$ cat src/rtl/astc_pkg.sv
package astc_pkg;

  // Register byte offsets
  localparam logic [4:0] OFF_SEQ_CTRL   = 5'h00;
  localparam logic [4:0] OFF_TIME_CTRL  = 5'h04;
  localparam logic [4:0] OFF_MODE_CTRL  = 5'h08;
  localparam logic [4:0] OFF_IRQ_STATUS = 5'h0C;
  localparam logic [4:0] OFF_IRQ_MASK   = 5'h10;
  localparam logic [4:0] OFF_RUN_STATUS = 5'h14;

  // Sequence control fields
  localparam int SEQ_ALT_INPUT = 0;
  localparam int SEQ_FILL_MODE = 1;
  localparam int SEQ_COUNT_LO  = 2;
  localparam int SEQ_HALF      = 7;
  localparam int SEQ_BUFREG    = 11;
  localparam logic [15:0] SEQ_WMASK = 16'h0800 | 16'h007F;

  // Timing control fields and register reset values
  localparam int TIM_DIV_LO    = 0;
  localparam int TIM_STIME_LO  = 8;
  localparam int TIM_PUMP      = 13;
  localparam int TIM_EXT       = 14;
  localparam int TIM_RCSRC     = 15;
  localparam logic [15:0] TIM_WMASK = 16'hBFFF;
  localparam logic [15:0] TIM_RESET = 16'h0000;
  localparam logic [15:0] SEQ_RESET = 16'h0000;

  // Mode control fields
  localparam int MODE_DMA      = 0;

  // Interrupt status and mask fields
  localparam int IRQ_GROUP     = 0;
  localparam int IRQ_DMA       = 1;
  localparam int IRQ_SAMPLE    = 2;
  localparam int IRQ_W         = 3;

  // Run status fields
  localparam int RUN_HALF      = 0;
  localparam int RUN_CHAN_B    = 1;
  localparam int RUN_SAMPLING  = 2;
  localparam int RUN_SLOT_LO   = 4;

  // Field widths and buffer geometry
  localparam int COUNT_W       = 5;
  localparam int STIME_W       = 5;
  localparam int DIV_W         = 8;
  localparam int SLOT_W        = 4;
  localparam logic [3:0] SLOT_LOW_HALF  = 4'h0;
  localparam logic [3:0] SLOT_HIGH_HALF = 4'h8;

  localparam logic [1:0] RESP_OKAY = 2'h0;

endpackage

$ cat src/rtl/astc_top.sv
// How it works
// - DMA mode: address step every N conversions
// - Otherwise interrupt every N conversions, N=field+1
// - Alternating fill, DMA mode off: slot 0, then slot 8
// - Plain fill always starts at slot 0
// - Alternate input: sets A and B take turns
// - Alternate input off: set A only
// - Half logic only in FIFO buffer mode
// - Clock source bit: RC or system, reset system
// - Flag shows sampling still running after disable
// - Charge pump bit, read/write, resets off
module astc_top #(
  parameter int ADDR_W = 5
) (
  input  wire logic              sys_clk,
  input  wire logic              srst,
  input  wire logic [ADDR_W-1:0] s_axi_awaddr,
  input  wire logic              s_axi_awvalid,
  output logic                   s_axi_awready,
  input  wire logic [31:0]       s_axi_wdata,
  input  wire logic [3:0]        s_axi_wstrb,
  input  wire logic              s_axi_wvalid,
  output logic                   s_axi_wready,
  output logic [1:0]             s_axi_bresp,
  output logic                   s_axi_bvalid,
  input  wire logic              s_axi_bready,
  input  wire logic [ADDR_W-1:0] s_axi_araddr,
  input  wire logic              s_axi_arvalid,
  output logic                   s_axi_arready,
  output logic [31:0]            s_axi_rdata,
  output logic [1:0]             s_axi_rresp,
  output logic                   s_axi_rvalid,
  input  wire logic              s_axi_rready,
  input  wire logic              rc_clk_pin,
  input  wire logic              sample_enable,
  input  wire logic              sample_start,
  input  wire logic              conversion_done,
  output logic                   sample_time_done,
  output logic                   dma_address_step,
  output logic [3:0]             result_slot,
  output logic                   channel_set_b,
  output logic                   conv_clk_tick,
  output logic                   conversion_clock_source,
  output logic                   charge_pump_enable,
  output logic                   adc_irq
);

  if (ADDR_W < 5) begin : g_addr_check
    $error("ADDR_W must be at least 5");
  end

  logic              wr_en;
  logic [ADDR_W-1:0] wr_addr;
  logic [31:0]       wr_data;
  logic [3:0]        wr_strb;
  logic              rd_en;
  logic [ADDR_W-1:0] rd_addr;
  logic [31:0]       rd_data;

  logic [15:0]       seq_q;
  logic [15:0]       tim_q;
  logic              dma_mode_enable_q;
  logic [2:0]        irq_status_q;
  logic [2:0]        irq_mask_q;
  logic [2:0]        irq_set;
  logic              buffer_half_status_q;
  logic [4:0]        conv_count_q;
  logic [4:0]        sample_count_q;
  logic              sampling_q;
  logic              rc_meta_q;
  logic              rc_sync_q;
  logic              rc_last_q;
  logic              sys_tick;
  logic              period_tick;
  logic              group_end;
  logic              fifo_alt;

  logic [4:0] events_per_interrupt_count;
  logic [4:0] auto_sample_time;
  logic [7:0] conversion_clock_divider;
  logic       buffer_fill_mode;
  logic       alternate_input_select;
  logic       buffer_register_mode;
  logic       extended_sampling_flag;

  assign events_per_interrupt_count =
    seq_q[astc_pkg::SEQ_COUNT_LO +: astc_pkg::COUNT_W];
  assign buffer_fill_mode       = seq_q[astc_pkg::SEQ_FILL_MODE];
  assign alternate_input_select = seq_q[astc_pkg::SEQ_ALT_INPUT];
  assign buffer_register_mode   = seq_q[astc_pkg::SEQ_BUFREG];
  assign auto_sample_time =
    tim_q[astc_pkg::TIM_STIME_LO +: astc_pkg::STIME_W];
  assign conversion_clock_divider =
    tim_q[astc_pkg::TIM_DIV_LO +: astc_pkg::DIV_W];

  // Halves only exist when the buffer runs as a FIFO
  assign fifo_alt = buffer_fill_mode & ~buffer_register_mode;
  assign group_end = conversion_done &
                     (conv_count_q == events_per_interrupt_count);
  assign extended_sampling_flag = sampling_q & ~sample_enable;

  astc_axil_slave #(
    .ADDR_W (ADDR_W)
  ) u_bus (
    .sys_clk       (sys_clk),
    .srst          (srst),
    .s_axi_awaddr  (s_axi_awaddr),
    .s_axi_awvalid (s_axi_awvalid),
    .s_axi_awready (s_axi_awready),
    .s_axi_wdata   (s_axi_wdata),
    .s_axi_wstrb   (s_axi_wstrb),
    .s_axi_wvalid  (s_axi_wvalid),
    .s_axi_wready  (s_axi_wready),
    .s_axi_bresp   (s_axi_bresp),
    .s_axi_bvalid  (s_axi_bvalid),
    .s_axi_bready  (s_axi_bready),
    .s_axi_araddr  (s_axi_araddr),
    .s_axi_arvalid (s_axi_arvalid),
    .s_axi_arready (s_axi_arready),
    .s_axi_rdata   (s_axi_rdata),
    .s_axi_rresp   (s_axi_rresp),
    .s_axi_rvalid  (s_axi_rvalid),
    .s_axi_rready  (s_axi_rready),
    .wr_en         (wr_en),
    .wr_addr       (wr_addr),
    .wr_data       (wr_data),
    .wr_strb       (wr_strb),
    .rd_en         (rd_en),
    .rd_addr       (rd_addr),
    .rd_data       (rd_data)
  );

  // System derived conversion clock, divider+1 cycles per period
  astc_tick_div #(
    .DIV_W (astc_pkg::DIV_W)
  ) u_div (
    .sys_clk (sys_clk),
    .srst    (srst),
    .divide  (conversion_clock_divider),
    .tick    (sys_tick)
  );

  // RC clock arrives asynchronously; only rising edges are used as ticks
  always_ff @(posedge sys_clk) begin
    if (srst) begin
      rc_meta_q <= 1'b0;
      rc_sync_q <= 1'b0;
      rc_last_q <= 1'b0;
    end else begin
      rc_meta_q <= rc_clk_pin;
      rc_sync_q <= rc_meta_q;
      rc_last_q <= rc_sync_q;
    end
  end

  assign period_tick = tim_q[astc_pkg::TIM_RCSRC] ?
                    (rc_sync_q & ~rc_last_q) : sys_tick;

  always_ff @(posedge sys_clk) begin
    if (srst) begin
      conv_clk_tick           <= 1'b0;
      conversion_clock_source <= 1'b0;
      charge_pump_enable      <= 1'b0;
    end else begin
      conv_clk_tick           <= period_tick;
      conversion_clock_source <= tim_q[astc_pkg::TIM_RCSRC];
      charge_pump_enable      <= tim_q[astc_pkg::TIM_PUMP];
    end
  end

  // Register writes, byte lanes honoured; read-only bits masked
  always_ff @(posedge sys_clk) begin
    if (srst) begin
      seq_q             <= astc_pkg::SEQ_RESET;
      tim_q             <= astc_pkg::TIM_RESET;
      dma_mode_enable_q <= 1'b0;
      irq_mask_q        <= '0;
    end else if (wr_en) begin
      for (int b = 0; b < 2; b++) begin
        if (wr_strb[b]) begin
          if (wr_addr[4:0] == astc_pkg::OFF_SEQ_CTRL) begin
            seq_q[b*8 +: 8] <= wr_data[b*8 +: 8] &
                               astc_pkg::SEQ_WMASK[b*8 +: 8];
          end
          if (wr_addr[4:0] == astc_pkg::OFF_TIME_CTRL) begin
            tim_q[b*8 +: 8] <= wr_data[b*8 +: 8] &
                               astc_pkg::TIM_WMASK[b*8 +: 8];
          end
        end
      end
      if (wr_strb[0] && wr_addr[4:0] == astc_pkg::OFF_MODE_CTRL) begin
        dma_mode_enable_q <= wr_data[astc_pkg::MODE_DMA];
      end
      if (wr_strb[0] && wr_addr[4:0] == astc_pkg::OFF_IRQ_MASK) begin
        irq_mask_q <= wr_data[astc_pkg::IRQ_W-1:0];
      end
    end
  end

  // Conversion counter wraps after field+1 conversions
  always_ff @(posedge sys_clk) begin
    if (srst) begin
      conv_count_q <= '0;
    end else if (group_end) begin
      conv_count_q <= '0;
    end else if (conversion_done) begin
      conv_count_q <= conv_count_q + 1'b1;
    end
  end

  always_ff @(posedge sys_clk) begin
    if (srst) begin
      dma_address_step <= 1'b0;
    end else begin
      dma_address_step <= group_end & dma_mode_enable_q;
    end
  end

  // Buffer half flips at each group interrupt in alternating FIFO fill
  always_ff @(posedge sys_clk) begin
    if (srst) begin
      buffer_half_status_q <= 1'b0;
    end else if (!fifo_alt) begin
      buffer_half_status_q <= 1'b0;
    end else if (group_end && !dma_mode_enable_q) begin
      buffer_half_status_q <= ~buffer_half_status_q;
    end
  end

  // Write slot restarts at the active half base after each group; in DMA mode always at slot 0
  always_ff @(posedge sys_clk) begin
    if (srst) begin
      result_slot <= astc_pkg::SLOT_LOW_HALF;
    end else if (group_end) begin
      if (fifo_alt && !dma_mode_enable_q && !buffer_half_status_q) begin
        result_slot <= astc_pkg::SLOT_HIGH_HALF;
      end else begin
        result_slot <= astc_pkg::SLOT_LOW_HALF;
      end
    end else if (conversion_done) begin
      result_slot <= result_slot + 1'b1;
    end
  end

  // Sampling timer counts conversion clock periods, at least one
  always_ff @(posedge sys_clk) begin
    if (srst) begin
      sampling_q       <= 1'b0;
      sample_count_q   <= '0;
      sample_time_done <= 1'b0;
    end else begin
      sample_time_done <= 1'b0;
      if (sample_start && !sampling_q) begin
        sampling_q     <= 1'b1;
        sample_count_q <= auto_sample_time;
      end else if (sampling_q && period_tick) begin
        if (sample_count_q <= 5'h01) begin
          sampling_q       <= 1'b0;
          sample_time_done <= 1'b1;
        end else begin
          sample_count_q <= sample_count_q - 1'b1;
        end
      end
    end
  end

  // Input set choice advances with each finished sample while alternate input is on
  always_ff @(posedge sys_clk) begin
    if (srst) begin
      channel_set_b <= 1'b0;
    end else if (!alternate_input_select) begin
      channel_set_b <= 1'b0;
    end else if (sample_time_done) begin
      channel_set_b <= ~channel_set_b;
    end
  end

  assign irq_set[astc_pkg::IRQ_GROUP]  = group_end & ~dma_mode_enable_q;
  assign irq_set[astc_pkg::IRQ_DMA]    = group_end & dma_mode_enable_q;
  assign irq_set[astc_pkg::IRQ_SAMPLE] = sample_time_done;

  // Read clears, but a new event in the same cycle survives
  always_ff @(posedge sys_clk) begin
    if (srst) begin
      irq_status_q <= '0;
    end else if (rd_en && rd_addr[4:0] == astc_pkg::OFF_IRQ_STATUS) begin
      irq_status_q <= irq_set;
    end else begin
      irq_status_q <= irq_status_q | irq_set;
    end
  end

  always_ff @(posedge sys_clk) begin
    if (srst) begin
      adc_irq <= 1'b0;
    end else begin
      adc_irq <= |(irq_status_q & irq_mask_q);
    end
  end

  always_comb begin
    rd_data = 32'h0000_0000;
    case (rd_addr[4:0])
      astc_pkg::OFF_SEQ_CTRL: begin
        rd_data[15:0] = seq_q;
        rd_data[astc_pkg::SEQ_HALF] = buffer_half_status_q;
      end
      astc_pkg::OFF_TIME_CTRL: begin
        rd_data[15:0] = tim_q;
        rd_data[astc_pkg::TIM_EXT] = extended_sampling_flag;
      end
      astc_pkg::OFF_MODE_CTRL: begin
        rd_data[astc_pkg::MODE_DMA] = dma_mode_enable_q;
      end
      astc_pkg::OFF_IRQ_STATUS: begin
        rd_data[astc_pkg::IRQ_W-1:0] = irq_status_q;
      end
      astc_pkg::OFF_IRQ_MASK: begin
        rd_data[astc_pkg::IRQ_W-1:0] = irq_mask_q;
      end
      astc_pkg::OFF_RUN_STATUS: begin
        rd_data[astc_pkg::RUN_HALF]     = buffer_half_status_q;
        rd_data[astc_pkg::RUN_CHAN_B]   = channel_set_b;
        rd_data[astc_pkg::RUN_SAMPLING] = sampling_q;
        rd_data[astc_pkg::RUN_SLOT_LO +: astc_pkg::SLOT_W] = result_slot;
      end
      default: begin
        rd_data = 32'h0000_0000;
      end
    endcase
  end

endmodule

$ cat src/rtl/astc_axil_slave.sv
module astc_axil_slave #(
  parameter int ADDR_W = 5
) (
  input  wire logic              sys_clk,
  input  wire logic              srst,
  input  wire logic [ADDR_W-1:0] s_axi_awaddr,
  input  wire logic              s_axi_awvalid,
  output logic                   s_axi_awready,
  input  wire logic [31:0]       s_axi_wdata,
  input  wire logic [3:0]        s_axi_wstrb,
  input  wire logic              s_axi_wvalid,
  output logic                   s_axi_wready,
  output logic [1:0]             s_axi_bresp,
  output logic                   s_axi_bvalid,
  input  wire logic              s_axi_bready,
  input  wire logic [ADDR_W-1:0] s_axi_araddr,
  input  wire logic              s_axi_arvalid,
  output logic                   s_axi_arready,
  output logic [31:0]            s_axi_rdata,
  output logic [1:0]             s_axi_rresp,
  output logic                   s_axi_rvalid,
  input  wire logic              s_axi_rready,
  output logic                   wr_en,
  output logic [ADDR_W-1:0]      wr_addr,
  output logic [31:0]            wr_data,
  output logic [3:0]             wr_strb,
  output logic                   rd_en,
  output logic [ADDR_W-1:0]      rd_addr,
  input  wire logic [31:0]       rd_data
);

  logic aw_have_q;
  logic w_have_q;
  logic aw_take;
  logic w_take;
  logic ar_take;

  assign aw_take = s_axi_awvalid & s_axi_awready;
  assign w_take  = s_axi_wvalid & s_axi_wready;
  assign ar_take = s_axi_arvalid & s_axi_arready;
  assign rd_en   = ar_take;
  assign rd_addr = s_axi_araddr;

  // Address and data are taken independently, in either order
  always_ff @(posedge sys_clk) begin
    if (srst) begin
      aw_have_q     <= 1'b0;
      w_have_q      <= 1'b0;
      s_axi_awready <= 1'b0;
      s_axi_wready  <= 1'b0;
      wr_addr       <= '0;
      wr_data       <= 32'h0000_0000;
      wr_strb       <= 4'h0;
    end else begin
      s_axi_awready <= ~aw_have_q & ~aw_take & ~s_axi_bvalid & ~wr_en;
      s_axi_wready  <= ~w_have_q & ~w_take & ~s_axi_bvalid & ~wr_en;
      if (aw_take) begin
        aw_have_q <= 1'b1;
        wr_addr   <= s_axi_awaddr;
      end
      if (w_take) begin
        w_have_q <= 1'b1;
        wr_data  <= s_axi_wdata;
        wr_strb  <= s_axi_wstrb;
      end
      if (wr_en) begin
        aw_have_q <= 1'b0;
        w_have_q  <= 1'b0;
      end
    end
  end

  // One write strobe once both halves are held, then the response
  always_ff @(posedge sys_clk) begin
    if (srst) begin
      wr_en        <= 1'b0;
      s_axi_bvalid <= 1'b0;
      s_axi_bresp  <= astc_pkg::RESP_OKAY;
    end else begin
      wr_en <= aw_have_q & w_have_q & ~wr_en & ~s_axi_bvalid;
      if (wr_en) begin
        s_axi_bvalid <= 1'b1;
      end else if (s_axi_bready) begin
        s_axi_bvalid <= 1'b0;
      end
    end
  end

  always_ff @(posedge sys_clk) begin
    if (srst) begin
      s_axi_arready <= 1'b0;
      s_axi_rvalid  <= 1'b0;
      s_axi_rdata   <= 32'h0000_0000;
      s_axi_rresp   <= astc_pkg::RESP_OKAY;
    end else begin
      s_axi_arready <= ~s_axi_rvalid & ~ar_take & ~s_axi_arready;
      if (ar_take) begin
        s_axi_rvalid <= 1'b1;
        s_axi_rdata  <= rd_data;
      end else if (s_axi_rready) begin
        s_axi_rvalid <= 1'b0;
      end
    end
  end

endmodule

$ cat src/rtl/astc_tick_div.sv
module astc_tick_div #(
  parameter int DIV_W = 8
) (
  input  wire logic             sys_clk,
  input  wire logic             srst,
  input  wire logic [DIV_W-1:0] divide,
  output logic                  tick
);

  if (DIV_W < 1) begin : g_width_check
    $error("DIV_W must be at least 1");
  end

  logic [DIV_W-1:0] count_q;

  // One tick every divide+1 clocks
  always_ff @(posedge sys_clk) begin
    if (srst) begin
      count_q <= '0;
      tick    <= 1'b0;
    end else if (count_q >= divide) begin
      count_q <= '0;
      tick    <= 1'b1;
    end else begin
      count_q <= count_q + 1'b1;
      tick    <= 1'b0;
    end
  end

endmodule

$ cat config.mk
export PLATFORM = sky130hd
export DESIGN_NAME = astc_top
export DESIGN_NICKNAME = d
export VERILOG_FILES = /design/src/rtl/astc_pkg.sv /design/src/rtl/astc_top.sv /design/src/rtl/astc_axil_slave.sv /design/src/rtl/astc_tick_div.sv
export SDC_FILE = /design/constraint.sdc
export NUM_CORES = 1
export LEC_CHECK = 0
export ABC_AREA = 1
export BUFFER_PORTS_ARGS = -buffer_cell sky130_fd_sc_hd__buf_2
export CORE_MARGIN = 2
export CORE_UTILIZATION = 30
export DETAILED_ROUTE_END_ITERATION = 7
export PLACE_DENSITY_LB_ADDON = 0.12
export SYNTH_ARGS = -nofsm -noshare
export SYNTH_HDL_FRONTEND = slang
export SYNTH_SLANG_ARGS = --single-unit
$ cat constraint.sdc
create_clock -name sys_clk -period 1.9 [get_ports sys_clk]
set_input_delay 0.19 -clock sys_clk [delete_from_list [all_inputs] [get_ports sys_clk]]
set_output_delay 0.19 -clock sys_clk [all_outputs]
set_load 0.02 [all_outputs]
==> metrics.yaml, run 1 <==
status: "complete, no violations"
slew_violations: 0
synthXorXnorAreaFrac_pct: 2.144
crit_top_cell: "nor2_1"
drc: 0
place_area_mm2: 0.005380
netlist.area_leader.share_pct: 45.33
place_congestion: 0.8179
critical-path-max-stage-delay_ns: 0.33
synth_area_mm2: 0.004902
cts-root-buf: "clkbuf_16"
postCtsSetupRepairBufs: 0
yosysMostFrequentCell: "nor2_1"
synth_top_area_cell: "dfxtp_1"
synth.distinct_cells: 35
worstHoldPathType: "in2reg"
crit_chain: "inv_1, ha_1, a21oi_1, nor2_1, nor3_1, nand4_1, nor2_1"
arrival_ns: 1.95
synthToLayoutAreaGrowth_pct: 15.21
synthAdderAreaFrac_pct: 3.318
clk_pin_slew_ns: 0.07
fp.dieW_um: 131.8
grt-ovfl-total: 0
die_y_um: 131.8
synthMuxAreaShare_pct: 0.2042
crit_buf_inv: 1
yosys_warnings: 0
io_buffers: 69
grt_max_degree: 59
grt.total_usage_pct: 14.32
cp_top_family: "simple AND/OR/NAND/NOR gates"
ys_async_sr_fraction_pct: 0
clk_latency_ns: 0.35
placed_cells: 921
vias: 4250
power.leakage_nw: 2.421
rsz0062_at_grt: "false"
dieArea_mm2: 0.01738
total_power_mw: 4.739
first_iter_violations: 228
synth_top_family_by_area: "simple AND/OR/NAND/NOR gates"
worstReg2RegStart: "tim_q[5]"
setup_viol: 0
end_kind: "register"
cts_buffers: 9
initial_core_util_pct: 30.75
antenna_found_initial: 0
worstPathMaxFanout: 8
powerDensity_mw_per_mm2: 839.2
post-route-min-period_ns: 1.671
avgSynthCellArea_um2: 7.507
htreeDepth: 3
synth_edf_count: 0
drive_gt1_share_pct: 15.67
synth-seq-cells: 111
grt_pass1_vias: 3940
syn_inst: 653
cp_slowest_cell: "dfxtp_1"
ant_nets: 0
synthTopCellsByCount: "nor2_1, dfxtp_1, nand2_1"
finalSetupTns_ns: 0
final_area_mm2: 0.005648
drt-pass1-iter-count: 4
synthSimpleGateAreaFrac_pct: 24.58
clockBufferDepth: 2
diodes: 0
design.core.area_mm2: 0.01594
via_per_inst: 4.536
hold_start: "rc_clk_pin"
wl_per_cell_um: 13.06
rows: 46
ioPinCount: 109
totalWireLength_um: 12240
synth_area_leaders: "dfxtp_1, nor2_1, nand2_1, o21ai_0, inv_1"
synth_compound_area_share_pct: 13.63
hold_buffers: 0
ys.flop_type: "dfxtp_1"
cts_resized: 0
required_ns: 2.18
skew_ns: 0.009453
crit_type: "reg2reg"
clock-sinks: 111
fin_nets: 786
fmax_ghz: 0.5985
ir_worst_vdd_uv: 439.0
cp-start-kind: "register"
ys_seq_area_share_pct: 45.33
cts_tree: "built"
final_cell_count_no_fill: 937
hpwl_um: 9241
finalHoldViolations: 0
grt_pass1_wl_um: 19980
layout_worst_path_cycle_share_pct: 87.94
max-cap-violations: 0
cp-startpoint: "tim_q[5]"
post-route-util_pct: 35.43
## metrics by stage
step / hold WS [ns] / worst slack [ns]
5_1_grt: 0.02872 / 0.04679
2_1_floorplan: 0.2970 / 0.4615
3_3_place_gp: 0.3995 / 0.2723
4_1_cts: 0.02797 / 0.2103
3_5_place_dp: 0.3993 / 0.2266
6_report: 0.03891 / 0.2292
## cells in the final DEF (no fill, tap or decap), types with 3 or more instances in the layout
cell type | synthesis | routed
clkbuf_16 | 0 | 9
buf_2 | 6 | 69
o21ai_0 | 62 | 62
buf_4 | 21 | 3
o211ai_1 | 5 | 5
a21oi_1 | 49 | 49
dfxtp_1 | 111 | 111
nor2_4 | 3 | 3
nand4_1 | 15 | 15
xor2_1 | 8 | 8
inv_2 | 5 | 5
nor3_1 | 8 | 8
nor2_1 | 117 | 117
conb_1 | 1 | 20
o21ai_1 | 4 | 4
ha_1 | 13 | 13
nand3_1 | 27 | 27
nand2_1 | 91 | 91
xnor2_1 | 4 | 4
inv_1 | 66 | 66
nand2_2 | 7 | 7
## power by group
group / total, mW / switching [mW] / internal, mW
clock network: 1.75 / 0.862 / 0.892
registers: 2.48 / 0.0687 / 2.42
logic: 0.501 / 0.335 / 0.166
total: 4.74 / 1.27 / 3.47
## routing by layer
metal / share of wire [%] / GRT usage (%) / vias to the layer above
met5: 0 / 0 / -
met4: 2.1 / 5.857 / 0
met3: 3.7 / 2.768 / 19
met2: 47 / 23.97 / 89
met1: 48 / 18.13 / 1951
li1: - / - / 2191
## sequential cells by signal, indices dropped and copies added, names as in the netlist, 2 cells and up
| signal | cells |
|---|---|
| u_bus.s_axi_rdata | 16 |
| tim_q | 15 |
| u_bus.wr_data | 15 |
| seq_q | 8 |
| u_div.count_q | 8 |
| conv_count_q | 5 |
| sample_count_q | 5 |
| u_bus.wr_addr | 5 |
| result_slot | 4 |
| irq_mask_q | 3 |
| irq_status_q | 3 |
| u_bus.wr_strb | 2 |
## layout make-up
| type | instances | area (µm²) |
|---|---|---|
| inverter | 73 | 274.0 |
| fill | 1728 | 10290 |
| tap | 216 | 270.3 |
| sequential | 111 | 2222 |
| multi-input combinational | 448 | 2226 |
| clock inverter | 5 | 35.03 |
| timing repair buffer | 73 | 387.9 |
| clock buffer | 11 | 232.7 |
## worst reg2reg max path, stage by stage, from the launching register on
cell and delay [ns]:
dfxtp_1 0.33, inv_1 0.06, ha_1 0.30, a21oi_1 0.15
nor2_1 0.06, nor3_1 0.19, nand4_1 0.32, nor2_1 0.19
## cells by family (layout without fill, tap and decap cells)
kind of cell             count (synthesis)  after routing
AO/OA/AOI/OAI                          127            127
XOR/XNOR                                12             12
adder cells (fa/ha/maj)                 13             13
buffers and inverters                  113            162
flip-flops                             111            111
multiplexers                             1              1
other                                    1             20
AND/OR/NAND/NOR                        275            275
## worst paths after layout
kind	end	depth (start not counted)	slack [ns]
setup / recovery	u_div.count_q[4]	7	0.23
hold / removal	rc_meta_q	3	0.04
setup reg to reg	u_div.count_q[4]	7	0.23
hold reg to reg	rc_sync_q	2	0.41
Power figures use the tool's default switching activity.
==> run 2: changes to the inputs <==
--- a/config.mk
+++ b/config.mk
@@ -7,6 +7,7 @@
 export LEC_CHECK = 0
 export ABC_AREA = 1
 export BUFFER_PORTS_ARGS = -buffer_cell sky130_fd_sc_hd__buf_2
+export CORE_ASPECT_RATIO = 0.6
 export CORE_MARGIN = 2
 export CORE_UTILIZATION = 30
 export DETAILED_ROUTE_END_ITERATION = 7
==> metrics.yaml, run 2 (synthesis results as in run 1) <==
status: "complete, no violations"
grt-ovfl-total: 0
antenna_found_initial: 0
largest_reg_flops: 16
clk_latency_ns: 0.35
setup_slack_ns: 0.2280
fmax_ghz: 0.5981
final_area_mm2: 0.005669
postCtsSetupRepairBufs: 0
crit_type: "reg2reg"
layout_worst_path_cycle_share_pct: 88.00
post-route-min-period_ns: 1.672
skew_ns: 0.01435
finalSetupTns_ns: 0
place_congestion: 0.8060
comb_power_share_pct: 10.4
totalWireLength_um: 12340
grt_pass1_vias: 3993
cp_slowest_cell: "dfxtp_1"
final_cell_mix: "nor2_1, dfxtp_1, nand2_1, buf_2, inv_1"
design.core.area_mm2: 0.01613
slew_violations: 0
crit_top_cell: "nor2_1"
crit_buf_inv: 1
cts_tree: "built"
clock-sinks: 111
fp.dieW_um: 169.0
place_area_mm2: 0.005366
slew_headroom_pct: 66.08
drt-pass1-iter-count: 4
powerDensity_mw_per_mm2: 859.8
final_common_cell: "nor2_1"
drc: 0
swShare_pct: 27.94
rows: 36
fillers: 1749
cp_top_family: "simple AND/OR/NAND/NOR gates"
drive_gt1_share_pct: 16.07
setup_viol: 0
vias: 4170
cp-start-kind: "register"
hold_buffers: 0
ir_worst_vdd_uv: 381.5
critical-path-max-stage-delay_ns: 0.34
hpwl_um: 9389
ioPinCount: 109
die_y_um: 103.0
via_per_inst: 4.479
io_buffers: 69
p_int_mw: 3.512
worstPathMaxFanout: 8
p_clk_share_pct: 38.6
initial_core_util_pct: 30.40
ant_nets: 0
worst-slew-pin-transition_ns: 0.5057
dieArea_mm2: 0.01741
max-cap-violations: 0
power_frac_seq_pct: 51.0
clk_pin_slew_ns: 0.08
rsz0062_at_grt: "false"
synthToLayoutAreaGrowth_pct: 15.65
diodes: 0
finalHoldViolations: 0
top_register: "u_bus.s_axi_rdata"
grt_pass1_wl_um: 19800
p_switching_mw: 1.362
crit_chain: "inv_1, ha_1, a21oi_1, nor2_1, nor3_1, nand4_1, nor2_1"
place_worst_setup_slack_ns: 0.2220
wl_per_cell_um: 13.26
power.leakage_nw: 2.435
htreeDepth: 3
worstHoldPathType: "in2reg"
grt.total_usage_pct: 14.57
reg.largest.list: "u_bus.s_axi_rdata: 16 flops, tim_q: 15 flops, u_bus.wr_data: 15 flops"
grt_max_degree: 44
cts-root-buf: "clkbuf_16"
first_iter_violations: 248
required_ns: 2.17
fin_nets: 787
cts_buffers: 9
clockBufferDepth: 2
arrival_ns: 1.94
cts_resized: 0
end_kind: "register"
run 2: changes by cell type in the layout (fill, tap and decap cells not counted), sizes merged:
| cell | previous run | this run |
|---|---|---|
| inv | 71 | 73 |
| clkbuf | 11 | 9 |
| buf | 73 | 74 |
run 2: routing by layer:
| layer | wire [µm] | GRT usage, % | vias to the layer above |
|---|---|---|---|
| met5 | 0 | 0 | - |
| met4 | 31 | 2.630 | 0 |
| met3 | 516 | 3.378 | 4 |
| met2 | 5019 | 22.54 | 75 |
| met1 | 6775 | 20.99 | 1895 |
| li1 | - | - | 2196 |
run 2: worst register-to-register path, cell delays in order (launching register included):
cell and delay, ns:
dfxtp_1 0.34, inv_1 0.06, ha_1 0.30, a21oi_1 0.15
nor2_1 0.05, nor3_1 0.19, nand4_1 0.32, nor2_1 0.18
run 2: cell type report:
cell class,instances,area [µm²],area share (%)
Multi-Input combinational cell,448,2226,39.26
Inverter,73,274.0,4.833
Clock buffer,9,225.2,3.973
Sequential cell,111,2222,39.20
Tap cell,209,261.5,4.613
Clock inverter,7,77.57,1.368
Timing Repair Buffer,74,382.9,6.753
run 2: power groups by stage:
| stage | combinational, mW | clock [mW] | sequential (mW) |
|---|---|---|---|
| 2_1_floorplan | 0.361 | 0 | 2.55 |
| 3_3_place_gp | 0.501 | 0 | 2.54 |
| 3_5_place_dp | 0.507 | 0 | 2.54 |
| 4_1_cts | 0.509 | 1.95 | 2.49 |
| 5_1_grt | 0.574 | 2.05 | 2.50 |
| 6_report | 0.505 | 1.88 | 2.49 |
run 2: metrics by stage:
stage / instances / power (mW) / utilization [%] / hold WS (ns)
after global routing: 931 / 5.119 / 35.16 / 0.04079
after CTS: 931 / 4.948 / 35.16 / 0.02260
after floorplan: 672 / 2.915 / - / 0.2970
final: 931 / 4.874 / 35.16 / 0.03955
after global placement: 915 / 3.040 / 33.28 / 0.3921
after detailed placement: 915 / 3.049 / 33.28 / 0.4009
run 2: worst paths after layout:
kind,startpoint,cells after the start,end,slack [ns]
setup / recovery,tim_q[5],7,u_div.count_q[2],0.23
hold / removal,rc_clk_pin,3,rc_meta_q,0.04
setup reg to reg,tim_q[5],7,u_div.count_q[2],0.23
hold reg to reg,rc_meta_q,2,rc_sync_q,0.41
==> run 3: changes to the inputs <==
--- a/config.mk
+++ b/config.mk
@@ -9,7 +9,7 @@
 export BUFFER_PORTS_ARGS = -buffer_cell sky130_fd_sc_hd__buf_2
 export CORE_ASPECT_RATIO = 0.6
 export CORE_MARGIN = 2
-export CORE_UTILIZATION = 30
+export CORE_UTILIZATION = 46
 export DETAILED_ROUTE_END_ITERATION = 7
 export PLACE_DENSITY_LB_ADDON = 0.12
 export SYNTH_ARGS = -nofsm -noshare
==> metrics.yaml, run 3 (synthesis results as in run 1) <==
status: "complete, no violations"
antenna_found_initial: 0
place_area_mm2: 0.005286
final_area_mm2: 0.005592
skew_ns: 0.007303
grt_pass1_vias: 3695
final_cell_mix: "nor2_1, dfxtp_1, nand2_1, buf_2, inv_1"
grt.total_usage_pct: 20.34
slew_violations: 0
worstPathMaxFanout: 8
multi_input_area_mm2: 0.002226
finalHoldViolations: 0
power.leakage_nw: 2.446
vias: 4185
final_common_cell: "nor2_1"
fin_nets: 789
grt-ovfl-total: 0
critical-path-max-stage-delay_ns: 0.33
top_register: "u_bus.s_axi_rdata"
cts_resized: 0
clockBufferDepth: 2
post-route-min-period_ns: 1.586
grt_max_degree: 29
worst-slew-pin-transition_ns: 0.5227
via_per_inst: 4.849
ir_worst_vdd_uv: 510.8
hold_buffers: 0
layout_worst_path_cycle_share_pct: 83.47
diodes: 0
arrival_ns: 1.88
place_congestion: 0.9069
slew_headroom_pct: 65.12
hpwl_um: 8345
end_kind: "register"
cts-root-buf: "clkbuf_16"
reg.largest.list: "u_bus.s_axi_rdata: 16 flops, tim_q: 15 flops, u_bus.wr_data: 15 flops"
ant_nets: 0
crit_chain: "inv_1, ha_1, a21oi_1, nor2_1, nor3_1, nand4_1, buf_4, nor2_1"
io_buffers: 69
cts_buffers: 9
die_y_um: 83.97
cp_slowest_cell: "dfxtp_1"
finalSetupTns_ns: 0
cp-start-kind: "register"
fillers: 1035
grt_pass1_wl_um: 18200
rsz0062_at_grt: "false"
drt-pass1-iter-count: 5
dieArea_mm2: 0.01153
initial_core_util_pct: 46.75
htreeDepth: 3
wl_per_cell_um: 12.88
drive_gt1_share_pct: 16.30
crit_type: "reg2reg"
clock-sinks: 111
ioPinCount: 109
synthToLayoutAreaGrowth_pct: 14.06
clk_latency_ns: 0.35
cts_tree: "built"
fp.dieW_um: 137.3
rows: 29
powerDensity_mw_per_mm2: 870.2
clk_pin_slew_ns: 0.08
first_iter_violations: 307
largest_reg_flops: 16
postCtsSetupRepairBufs: 0
drc: 0
max-cap-violations: 0
totalWireLength_um: 11110
design.core.area_mm2: 0.01049
required_ns: 2.19
fmax_ghz: 0.6306
setup_viol: 0
worstHoldPathType: "in2reg"
crit_top_cell: "nor2_1"
ff_latch_area_mm2: 0.002222
## run 3: critical path: cells and delay by family, from the launching register on
family                   cells  cell delay (ns)
buffers and inverters        2             0.24
flip-flops                   1             0.33
AO/OA/AOI/OAI                1             0.18
adder cells (fa/ha/maj)      1             0.30
AND/OR/NAND/NOR              4             0.47
## run 3: report_power, final
group	leakage (nW)	internal, mW	switching, mW	total (mW)
clock	0.145	0.987	0.902	1.89
sequential	0.904	2.42	0.0635	2.48
combinational	1.40	0.166	0.332	0.498
total	2.45	3.57	1.30	4.87
## run 3: through the flow
stage	setup WS [ns]	hold WS, ns	power, mW	utilization [%]	instances
3_3_place_gp	0.2589	0.3899	3.023	50.41	846
4_1_cts	0.1649	0.03031	4.905	53.25	862
3_5_place_dp	0.1854	0.3982	3.031	50.41	846
6_report	0.3141	0.04316	4.866	53.32	863
2_1_floorplan	0.4615	0.2970	2.915	-	672
5_1_grt	0.1787	0.07115	5.083	53.32	863
## run 3: path summary, 6_finish.rpt
| kind | from | to | slack (ns) | cells after the start |
|---|---|---|---|---|
| worst max-delay path | tim_q[5] | u_div.count_q[5] | 0.31 | 8 |
| worst min-delay path | rc_clk_pin | rc_meta_q | 0.04 | 3 |
| worst max register to register | tim_q[5] | u_div.count_q[5] | 0.31 | 8 |
| worst min register to register | rc_meta_q | rc_sync_q | 0.40 | 2 |
## run 3: cell type report
type                       instances  share of cell area [%]
clock inverter                     5                  0.8055
multi-input combinational        448                   39.81
clock buffer                      11                   4.520
tap                              139                   3.110
inverter                          73                   4.900
sequential                       111                   39.74
timing repair buffer              76                   7.116
## run 3: per-layer routing
| layer | vias to the layer above | track usage (%) | routed length [µm] |
|---|---|---|---|
| met5 | - | 0 | 0 |
| met4 | 0 | 5.623 | 131 |
| met3 | 8 | 4.432 | 604 |
| met2 | 118 | 26.87 | 4211 |
| met1 | 1860 | 32.40 | 6166 |
| li1 | 2199 | - | - |
